### src/core/cofbd_pkg.sv
package cofbd_pkg;
  localparam logic [7:0] OFS_INSTR = 8'h00;
  localparam logic [7:0] OFS_DECODE = 8'h04;
  localparam logic [7:0] OFS_RESULT = 8'h08;
  localparam logic [7:0] OFS_FLAGS = 8'h0C;
  localparam logic [7:0] OFS_COUNT = 8'h10;
  localparam logic [7:0] OFS_AUX = 8'h14;
  localparam logic [7:0] OFS_STATES = 8'h18;
  localparam logic [7:0] OFS_EXEC = 8'h1C;
  localparam logic [7:0] OFS_SLEEP = 8'h20;
  localparam int FLG_H = 5;
  localparam int FLG_N = 3;
  localparam int FLG_V = 1;
  localparam int FLG_Z = 2;
  localparam int FLG_C = 0;
  localparam int AUX_C11 = 0;
  localparam int AUX_DEC = 1;
  localparam int AUX_ONCHIP = 2;
  localparam int PAIR_BIT = 7;
  localparam logic [15:0] INSTR_RST = 16'h0000;
  localparam logic [15:0] RESULT_RST = 16'h0000;
  localparam logic [7:0] FLAGS_RST = 8'h80;
  localparam logic [7:0] COUNT_RST = 8'h00;
  localparam logic [7:0] AUX_RST = 8'h04;
  localparam logic [7:0] OP_ADD_W = 8'h09;
  localparam logic [7:0] OP_SUB_W = 8'h19;
  localparam logic [7:0] OP_CMP_W = 8'h1D;
  localparam logic [7:0] OP_SYNC = 8'h6A;
  localparam logic [2:0] SYNC_FIELD = 3'h4;
  localparam logic [15:0] ST_SHORT = 16'h0002;
  localparam logic [15:0] ST_BRANCH = 16'h0004;
  localparam logic [15:0] ST_BSR = 16'h0006;
  localparam logic [15:0] ST_RTS = 16'h0008;
  localparam logic [15:0] ST_RTE = 16'h000A;
  localparam logic [15:0] ST_BLOCK_BASE = 16'h0008;
  typedef enum logic [4:0] {
    CLS_NOP = 5'b00000,
    CLS_SLEEP = 5'b00001,
    CLS_CCR_XFER = 5'b00010,
    CLS_CCR_LOGIC = 5'b00011,
    CLS_ADD = 5'b00100,
    CLS_SUB = 5'b00101,
    CLS_CMP = 5'b00110,
    CLS_INC_DEC = 5'b00111,
    CLS_ADDS_SUBS = 5'b01000,
    CLS_MOV = 5'b01001,
    CLS_ADDX = 5'b01010,
    CLS_SUBX = 5'b01011,
    CLS_DAA = 5'b01100,
    CLS_DAS = 5'b01101,
    CLS_SHIFT = 5'b01110,
    CLS_ROTATE = 5'b01111,
    CLS_LOGIC = 5'b10000,
    CLS_NOT_NEG = 5'b10001,
    CLS_BRANCH = 5'b10010,
    CLS_MULXU = 5'b10011,
    CLS_UNSIGNED_DIVIDE_OP = 5'b10100,
    CLS_RTS = 5'b10101,
    CLS_BSR = 5'b10110,
    CLS_RTE = 5'b10111,
    CLS_JMP = 5'b11000,
    CLS_JSR = 5'b11001,
    CLS_BIT = 5'b11010,
    CLS_BLOCK_MOVE = 5'b11011,
    CLS_UNASSIGNED = 5'b11111
  } cofbd_class_t;
endpackage

### src/core/cofbd_core.sv
`timescale 1ns/1ps
module cofbd_core (
  input wire logic hclk,
  input wire logic hresetn,
  input wire logic hsel,
  input wire logic [31:0] haddr,
  input wire logic [1:0] htrans,
  input wire logic hwrite,
  input wire logic [2:0] hsize,
  input wire logic [31:0] hwdata,
  input wire logic hready,
  output logic hreadyout,
  output logic hresp,
  output logic [31:0] hrdata,
  input wire logic wake_pin,
  output logic sleep_mode
);
  function automatic cofbd_pkg::cofbd_class_t decode_class(input logic [7:0] b);
    cofbd_pkg::cofbd_class_t c;
    c = cofbd_pkg::CLS_UNASSIGNED;
    case (b[7:4])
      4'h0:
        case (b[3:0])
          4'h0: c = cofbd_pkg::CLS_NOP;
          4'h1: c = cofbd_pkg::CLS_SLEEP;
          4'h2, 4'h3, 4'h7: c = cofbd_pkg::CLS_CCR_XFER;
          4'h4, 4'h5, 4'h6: c = cofbd_pkg::CLS_CCR_LOGIC;
          4'h8, 4'h9: c = cofbd_pkg::CLS_ADD;
          4'hA: c = cofbd_pkg::CLS_INC_DEC;
          4'hB: c = cofbd_pkg::CLS_ADDS_SUBS;
          4'hC, 4'hD: c = cofbd_pkg::CLS_MOV;
          4'hE: c = cofbd_pkg::CLS_ADDX;
          default: c = cofbd_pkg::CLS_DAA;
        endcase
      4'h1:
        case (b[3:0])
          4'h0, 4'h1: c = cofbd_pkg::CLS_SHIFT;
          4'h2, 4'h3: c = cofbd_pkg::CLS_ROTATE;
          4'h4, 4'h5, 4'h6: c = cofbd_pkg::CLS_LOGIC;
          4'h7: c = cofbd_pkg::CLS_NOT_NEG;
          4'h8, 4'h9: c = cofbd_pkg::CLS_SUB;
          4'hA: c = cofbd_pkg::CLS_INC_DEC;
          4'hB: c = cofbd_pkg::CLS_ADDS_SUBS;
          4'hC, 4'hD: c = cofbd_pkg::CLS_CMP;
          4'hE: c = cofbd_pkg::CLS_SUBX;
          default: c = cofbd_pkg::CLS_DAS;
        endcase
      4'h2, 4'h3: c = cofbd_pkg::CLS_MOV;
      4'h4: c = cofbd_pkg::CLS_BRANCH;
      4'h5:
        case (b[3:0])
          4'h0: c = cofbd_pkg::CLS_MULXU;
          4'h1: c = cofbd_pkg::CLS_UNSIGNED_DIVIDE_OP;
          4'h4: c = cofbd_pkg::CLS_RTS;
          4'h5: c = cofbd_pkg::CLS_BSR;
          4'h6: c = cofbd_pkg::CLS_RTE;
          4'h9, 4'hA, 4'hB: c = cofbd_pkg::CLS_JMP;
          4'hD, 4'hE, 4'hF: c = cofbd_pkg::CLS_JSR;
          default: c = cofbd_pkg::CLS_UNASSIGNED;
        endcase
      4'h6:
        case (b[3:0])
          4'h0, 4'h1, 4'h2, 4'h3, 4'h7: c = cofbd_pkg::CLS_BIT;
          4'h4, 4'h5, 4'h6: c = cofbd_pkg::CLS_UNASSIGNED;
          default: c = cofbd_pkg::CLS_MOV;
        endcase
      4'h7:
        case (b[3:0])
          4'h8, 4'h9, 4'hA: c = cofbd_pkg::CLS_MOV;
          4'hB: c = cofbd_pkg::CLS_BLOCK_MOVE;
          default: c = cofbd_pkg::CLS_BIT;
        endcase
      4'h8: c = cofbd_pkg::CLS_ADD;
      4'h9: c = cofbd_pkg::CLS_ADDX;
      4'hA: c = cofbd_pkg::CLS_CMP;
      4'hB: c = cofbd_pkg::CLS_SUBX;
      4'hF: c = cofbd_pkg::CLS_MOV;
      default: c = cofbd_pkg::CLS_LOGIC;
    endcase
    return c;
  endfunction

  function automatic logic is_pair(input logic [7:0] b);
    return (b == 8'h10) || (b == 8'h11) || (b == 8'h12) || (b == 8'h13) ||
      (b == 8'h17) || (b == 8'h67) || (b[7:2] == 6'b011101);
  endfunction

  function automatic logic branch_eval(input logic [3:0] cc, input logic [7:0] f);
    logic c, v, z, n, t;
    c = f[cofbd_pkg::FLG_C];
    v = f[cofbd_pkg::FLG_V];
    z = f[cofbd_pkg::FLG_Z];
    n = f[cofbd_pkg::FLG_N];
    case (cc[3:1])
      3'h0: t = 1'b1;
      3'h1: t = ~(c | z);
      3'h2: t = ~c;
      3'h3: t = ~z;
      3'h4: t = ~v;
      3'h5: t = ~n;
      3'h6: t = ~(n ^ v);
      default: t = ~(z | (n ^ v));
    endcase
    return t ^ cc[0];
  endfunction

  function automatic logic [16:0] state_count(input cofbd_pkg::cofbd_class_t c,
                                              input logic [7:0] n);
    logic [16:0] s;
    s = 17'h0_0000;
    case (c)
      cofbd_pkg::CLS_NOP, cofbd_pkg::CLS_SLEEP, cofbd_pkg::CLS_CCR_XFER,
      cofbd_pkg::CLS_CCR_LOGIC: s = {1'b1, cofbd_pkg::ST_SHORT};
      cofbd_pkg::CLS_BRANCH: s = {1'b1, cofbd_pkg::ST_BRANCH};
      cofbd_pkg::CLS_BSR: s = {1'b1, cofbd_pkg::ST_BSR};
      cofbd_pkg::CLS_RTS: s = {1'b1, cofbd_pkg::ST_RTS};
      cofbd_pkg::CLS_RTE: s = {1'b1, cofbd_pkg::ST_RTE};
      cofbd_pkg::CLS_BLOCK_MOVE: s = {1'b1, {6'h00, n, 2'b00} + cofbd_pkg::ST_BLOCK_BASE};
      default: s = 17'h0_0000;
    endcase
    return s;
  endfunction

  logic [15:0] instr;
  logic [15:0] result;
  logic [7:0] condition_flags_reg;
  logic [7:0] count_low_byte_reg;
  logic [7:0] aux;
  logic [7:0] dp_addr;
  logic dp_wr;
  logic dp_rd;
  logic rd_done;
  logic wake_meta;
  logic wake_sync;
  logic [7:0] next_flags;

  logic [7:0] op_byte;
  cofbd_pkg::cofbd_class_t cls;
  logic pair;
  logic second;
  logic sync_hit;
  logic sync_load;
  logic sync_store;
  logic taken;
  logic [16:0] states;
  logic states_valid;
  logic word_arith;
  logic accept;
  logic wr_fire;
  logic exec_fire;
  logic sleep_enter;
  logic [31:0] decode_word;
  logic [31:0] rd_mux;

  assign op_byte = instr[15:8];
  assign cls = decode_class(op_byte);
  assign pair = is_pair(op_byte);
  assign second = pair & instr[cofbd_pkg::PAIR_BIT];
  // sync ops split on bit 7
  assign sync_hit = (op_byte == cofbd_pkg::OP_SYNC) && (instr[6:4] == cofbd_pkg::SYNC_FIELD);
  assign sync_load = sync_hit & ~instr[cofbd_pkg::PAIR_BIT];
  assign sync_store = sync_hit & instr[cofbd_pkg::PAIR_BIT];
  assign taken = (cls == cofbd_pkg::CLS_BRANCH) && branch_eval(op_byte[3:0], condition_flags_reg);
  assign states = state_count(cls, count_low_byte_reg);
  assign states_valid = states[16] & aux[cofbd_pkg::AUX_ONCHIP];
  assign word_arith = (op_byte == cofbd_pkg::OP_ADD_W) || (op_byte == cofbd_pkg::OP_SUB_W) ||
    (op_byte == cofbd_pkg::OP_CMP_W);
  assign decode_word = {14'h0000, sync_store, sync_load, op_byte[3:0], taken,
    (cls == cofbd_pkg::CLS_UNASSIGNED), pair, second, 3'b000, cls};

  assign accept = hsel & htrans[1] & hready;
  assign wr_fire = dp_wr & hready;
  assign exec_fire = wr_fire && (dp_addr == cofbd_pkg::OFS_EXEC);
  assign sleep_enter = exec_fire && (cls == cofbd_pkg::CLS_SLEEP);
  assign hreadyout = ~(dp_rd & ~rd_done);
  assign hresp = 1'b0;
  assign rd_mux =
    (dp_addr == cofbd_pkg::OFS_INSTR) ? {16'h0000, instr} :
    (dp_addr == cofbd_pkg::OFS_DECODE) ? decode_word :
    (dp_addr == cofbd_pkg::OFS_RESULT) ? {16'h0000, result} :
    (dp_addr == cofbd_pkg::OFS_FLAGS) ? {24'h00_0000, condition_flags_reg} :
    (dp_addr == cofbd_pkg::OFS_COUNT) ? {24'h00_0000, count_low_byte_reg} :
    (dp_addr == cofbd_pkg::OFS_AUX) ? {29'h0000_0000, aux[2:0]} :
    (dp_addr == cofbd_pkg::OFS_STATES) ? {15'h0000, states_valid, states[15:0]} :
    (dp_addr == cofbd_pkg::OFS_SLEEP) ? {31'h0000_0000, sleep_mode} :
    32'h0000_0000;

  always_comb
  begin
    next_flags = condition_flags_reg;
    case (cls)
      cofbd_pkg::CLS_ADD, cofbd_pkg::CLS_SUB, cofbd_pkg::CLS_CMP:
        if (word_arith)
          next_flags[cofbd_pkg::FLG_H] = aux[cofbd_pkg::AUX_C11];
      cofbd_pkg::CLS_ADDX, cofbd_pkg::CLS_SUBX:
        if (result[7:0] != 8'h00)
          next_flags[cofbd_pkg::FLG_Z] = 1'b0;
      cofbd_pkg::CLS_DAA, cofbd_pkg::CLS_DAS:
        next_flags[cofbd_pkg::FLG_C] = aux[cofbd_pkg::AUX_DEC];
      cofbd_pkg::CLS_UNSIGNED_DIVIDE_OP:
      begin
        next_flags[cofbd_pkg::FLG_N] = result[7];
        if (result[7:0] != 8'h00)
          next_flags[cofbd_pkg::FLG_Z] = 1'b0;
      end
      default: next_flags = condition_flags_reg;
    endcase
  end

  always_ff @(posedge hclk or negedge hresetn)
  begin
    if (!hresetn)
    begin
      dp_wr <= 1'b0;
      dp_rd <= 1'b0;
      rd_done <= 1'b0;
      dp_addr <= 8'h00;
    end
    else if (hready)
    begin
      dp_wr <= accept & hwrite;
      dp_rd <= accept & ~hwrite;
      rd_done <= 1'b0;
      if (accept)
        dp_addr <= haddr[7:0];
    end
    else
      rd_done <= 1'b1;
  end

  always_ff @(posedge hclk or negedge hresetn)
  begin
    if (!hresetn)
      hrdata <= 32'h0000_0000;
    else if (dp_rd & ~rd_done)
      hrdata <= rd_mux;
  end

  always_ff @(posedge hclk or negedge hresetn)
  begin
    if (!hresetn)
    begin
      instr <= cofbd_pkg::INSTR_RST;
      result <= cofbd_pkg::RESULT_RST;
      count_low_byte_reg <= cofbd_pkg::COUNT_RST;
      aux <= cofbd_pkg::AUX_RST;
    end
    else if (wr_fire)
    begin
      if (dp_addr == cofbd_pkg::OFS_INSTR)
        instr <= hwdata[15:0];
      if (dp_addr == cofbd_pkg::OFS_RESULT)
        result <= hwdata[15:0];
      if (dp_addr == cofbd_pkg::OFS_COUNT)
        count_low_byte_reg <= hwdata[7:0];
      if (dp_addr == cofbd_pkg::OFS_AUX)
        aux <= {5'b00000, hwdata[2:0]};
    end
  end

  always_ff @(posedge hclk or negedge hresetn)
  begin
    if (!hresetn)
      condition_flags_reg <= cofbd_pkg::FLAGS_RST;
    else if (exec_fire)
      condition_flags_reg <= next_flags;
    else if (wr_fire && (dp_addr == cofbd_pkg::OFS_FLAGS))
      condition_flags_reg <= hwdata[7:0];
  end

  always_ff @(posedge hclk or negedge hresetn)
  begin
    if (!hresetn)
    begin
      wake_meta <= 1'b0;
      wake_sync <= 1'b0;
      sleep_mode <= 1'b0;
    end
    else
    begin
      wake_meta <= wake_pin;
      wake_sync <= wake_meta;
      if (sleep_enter)
        sleep_mode <= 1'b1;
      else if (wake_sync)
        sleep_mode <= 1'b0;
    end
  end
endmodule

### config.mk
export PLATFORM = sky130hd
export DESIGN_NAME = cofbd_core
export DESIGN_NICKNAME = d
export VERILOG_FILES = /design/src/core/cofbd_pkg.sv /design/src/core/cofbd_core.sv
export SDC_FILE = /design/constraint.sdc
export NUM_CORES = 1
export LEC_CHECK = 0
export ABC_AREA = 0
export ABC_CLOCK_PERIOD_IN_PS = 2700
export BUFFER_PORTS_ARGS = -buffer_cell sky130_fd_sc_hd__buf_2
export CAP_MARGIN = 20
export CELL_PAD_IN_SITES_DETAIL_PLACEMENT = 0
export CELL_PAD_IN_SITES_GLOBAL_PLACEMENT = 1
export CORE_ASPECT_RATIO = 0.9
export CORE_MARGIN = 10
export CORE_UTILIZATION = 42
export DETAILED_ROUTE_END_ITERATION = 16
export GPL_TIMING_DRIVEN = 0
export PLACE_DENSITY = 0.87
export SLEW_MARGIN = 10
export SYNTH_ARGS = -nofsm -noshare
export SYNTH_HDL_FRONTEND = slang
export SYNTH_SLANG_ARGS = --single-unit
### constraint.sdc
create_clock -name hclk -period 2.7 [get_ports hclk]
set_clock_uncertainty 0.15 [all_clocks]
set_input_delay 0.27 -clock hclk [delete_from_list [all_inputs] [get_ports hclk]]
set_output_delay 0.27 -clock hclk [all_outputs]
set_load 0.02 [all_outputs]
==> run metrics <==
routability cong. 0.957; post-synthesis sequential area ratio 41.9%; PortBufs 50; worst-path maximum fanout 10; Std-Cell Rows 37; CTS buffer count 9; RSZ-0062 raised after global routing yes; Slew Limit Fails 0; top flop regs hrdata (18), instr (16), result (16); largest cells by area after synthesis dfrtp_1, mux2_2, nand2_1; Place WS -0.632 ns; fraction of final layout cells sized beyond drive strength 1 33.6%; post-route ant nets 0; worst r2r src instr[11]; outcome finished clean; crit path max-delay cell type dfrtp_1; Tcrit/Tclk final 99.3%; Initial Util 43.2%; CP max stage delay 0.49 ns; Clock Tree Buf Depth 2; most numerous cell in the Yosys netlist dfrtp_1; top cell type's share of synthesized area 40.8%; WL per Instance 20.2 um; Lkg Pwr 2.78 nW; Top Family by Delay on Critical Path compound AO/OA/AOI/OAI gates; Avg Inst Size Synth 9.79 sq um; Die Wd 135 um; pin count of the biggest net entering global routing 55; HP Class in -> reg; synth cell count leaders dfrtp_1, nand2_1, mux2_2; DRT iter0 DRCs 350; fin util 53.3%; CP required 2.83 ns; Core ar. 0.0115 sq mm; Total GRT Usage 18.4%; Critical Path Source Type register; Vias/cell 5.89; first-pass GRT wire length 24.1 mm; Post-Synthesis Cells 507; total power per unit cell area 599 mW/mm^2; worst vdd ir 0.494 mV; top_reg_cell synth dfrtp_1; synthesized flop and latch total 83; CP Capture Type register; total clock sinks 83; I/O Pins 110; Layout area overhead 23.3%; routed vias 4,463; DIE AREA 0.0166 sq mm; FF-to-FF path depth 8; Post-synth EDFFs 0; Post-Syn Area 0.00496 sq mm; Async S/R FF share, synth 100%; # nets final 673; Reg2Reg Setup Slack 0.02 ns; number of detailed-route iterations in the first pass 7; slack of the critical path 0.0189 ns; yosys warns 0; diode count 0; crit path DAT 2.82 ns; worst reg2reg path endpoint hrdata[1]; crit path from instr[11]; count of placed standard cells including taps 728; Non-Filler Instances 758; Biggest register hrdata; Min Hold Slack 0.00441 ns; fmax 373 MHz; Max Cap Viol 0; CP cell instances buf_4, nand3b_1, a2111oi_1, a31oi_1, and3_2, or3_1, a21oi_1, o221a_1; relative slew slack 56.8%; post-synth top area cell dfrtp_1; minimum clock period 2.68 ns; sum of buffers and inverters on the critical path 1; total power 3.67 mW; Worst Setup EP hrdata[1]; Tightest Pin Transition 0.647 ns; vias in the first global route 4,443; root buffer cell clkbuf_16; max FFs per register 18; Final Hold Fails 0; WL final 15.3 mm; DRC Markers 0; clock-pin slew on the worst setup and hold paths 0.06 ns; initial antenna violation count 0; DP Wirelength 11.5 mm; grt ovf 0; setup violators final 0; CP Depth 8; CTS tree built; crit path kind reg -> reg; Yosys cell types 85; later-pin clock latency in the skew report 0.35 ns; CTS H-tree depth 3; die height 123 um
## tightest hold or removal path, delay by kind of cell
family,cells,cell delay [ns]
AOI/OAI and AO/OA,1,0.06
and+or+nand+nor,1,0.04
buffers and inverters,1,0.09
## metal layers
layer / wire, um / track usage, % / vias to the layer above
li1: - / - / 2036
met3: 1460 / 5.35 / 29
met5: 0 / 0 / -
met4: 344 / 6.52 / 0
met1: 6780 / 24.5 / 2180
met2: 6740 / 28.1 / 218
## timing repair
| item | in CTS | in global routing |
|---|---|---|
| resized for setup | 17 | 26 |
| gates cloned | 0 | 0 |
| pin swaps | 1 | 4 |
| setup endpoints to repair | 56 | 47 |
| endpoints found under the hold margin | 37 | 0 |
| hold buffers | 10 | 0 |
| buffers inserted | 0 | 4 |
## cell usage in the layout (no fill, tap or decap), types with 8 or more instances in the layout
master         instances
nor2_1                34
clkbuf_1               8
and3_1                10
o21ai_0               20
inv_1                  8
dlygate4sd3_1         10
a21oi_1               17
buf_2                 57
dfrtp_1               81
clkbuf_16              9
mux2_2                48
conb_1                15
buf_4                 24
a31oi_1               14
nand3_1               16
nand2_1               49
## final cells by class
type | instances | area (sq um)
Fill cell | 1091 | 5360
Multi-Input combinational cell | 380 | 2750
Sequential cell | 83 | 2080
Timing Repair Buffer | 65 | 410
Buffer | 47 | 299
Clock buffer | 9 | 225
Tap cell | 156 | 195
Clock inverter | 7 | 124
Inverter | 11 | 41.3
## cells by family (layout without fill, tap and decap cells)
| group | count (synthesis) | count (layout) | synth area share [%] |
|---|---|---|---|
| other cells | 1 | 15 | 0.0755 |
| compound gates | 129 | 129 | 19.7 |
| simple gates | 177 | 177 | 19.0 |
| flops | 83 | 83 | 41.9 |
| mux | 50 | 50 | 11.3 |
| fa+ha+maj | 1 | 1 | 0.252 |
| buf+inv | 58 | 139 | 6.43 |
| xor+xnor | 8 | 8 | 1.41 |
## how the worst min path moves through the flow
| stage | cells past startpoint | endpoint | start |
|---|---|---|---|
| 6_report | 3 | instr[15] | hwdata[15] |
| 2_1_floorplan | 0 | aux[0] | hresetn |
| 3_3_place_gp | 0 | wake_sync | wake_meta |
| 5_1_grt | 2 | dp_addr[1] | haddr[1] |
| 4_1_cts | 3 | condition_flags_reg[7] | hwdata[7] |
| 3_5_place_dp | 1 | dp_addr[0] | hresetn |
## power breakdown
group | switching, mW | internal, mW | total [mW]
registers | 0.106 | 1.34 | 1.45
clock network | 0.523 | 0.911 | 1.43
logic | 0.477 | 0.308 | 0.785
## per-stage QoR
stage | instance area [sq um] | setup TNS (ns)
finish | 6120 | 0
global route | 6120 | -0.416
CTS | 6020 | 0
detailed placement | 5490 | -17.52
global placement | 5460 | -15.64
floorplan | 5020 | 0
(Power assumes the default switching activity.)
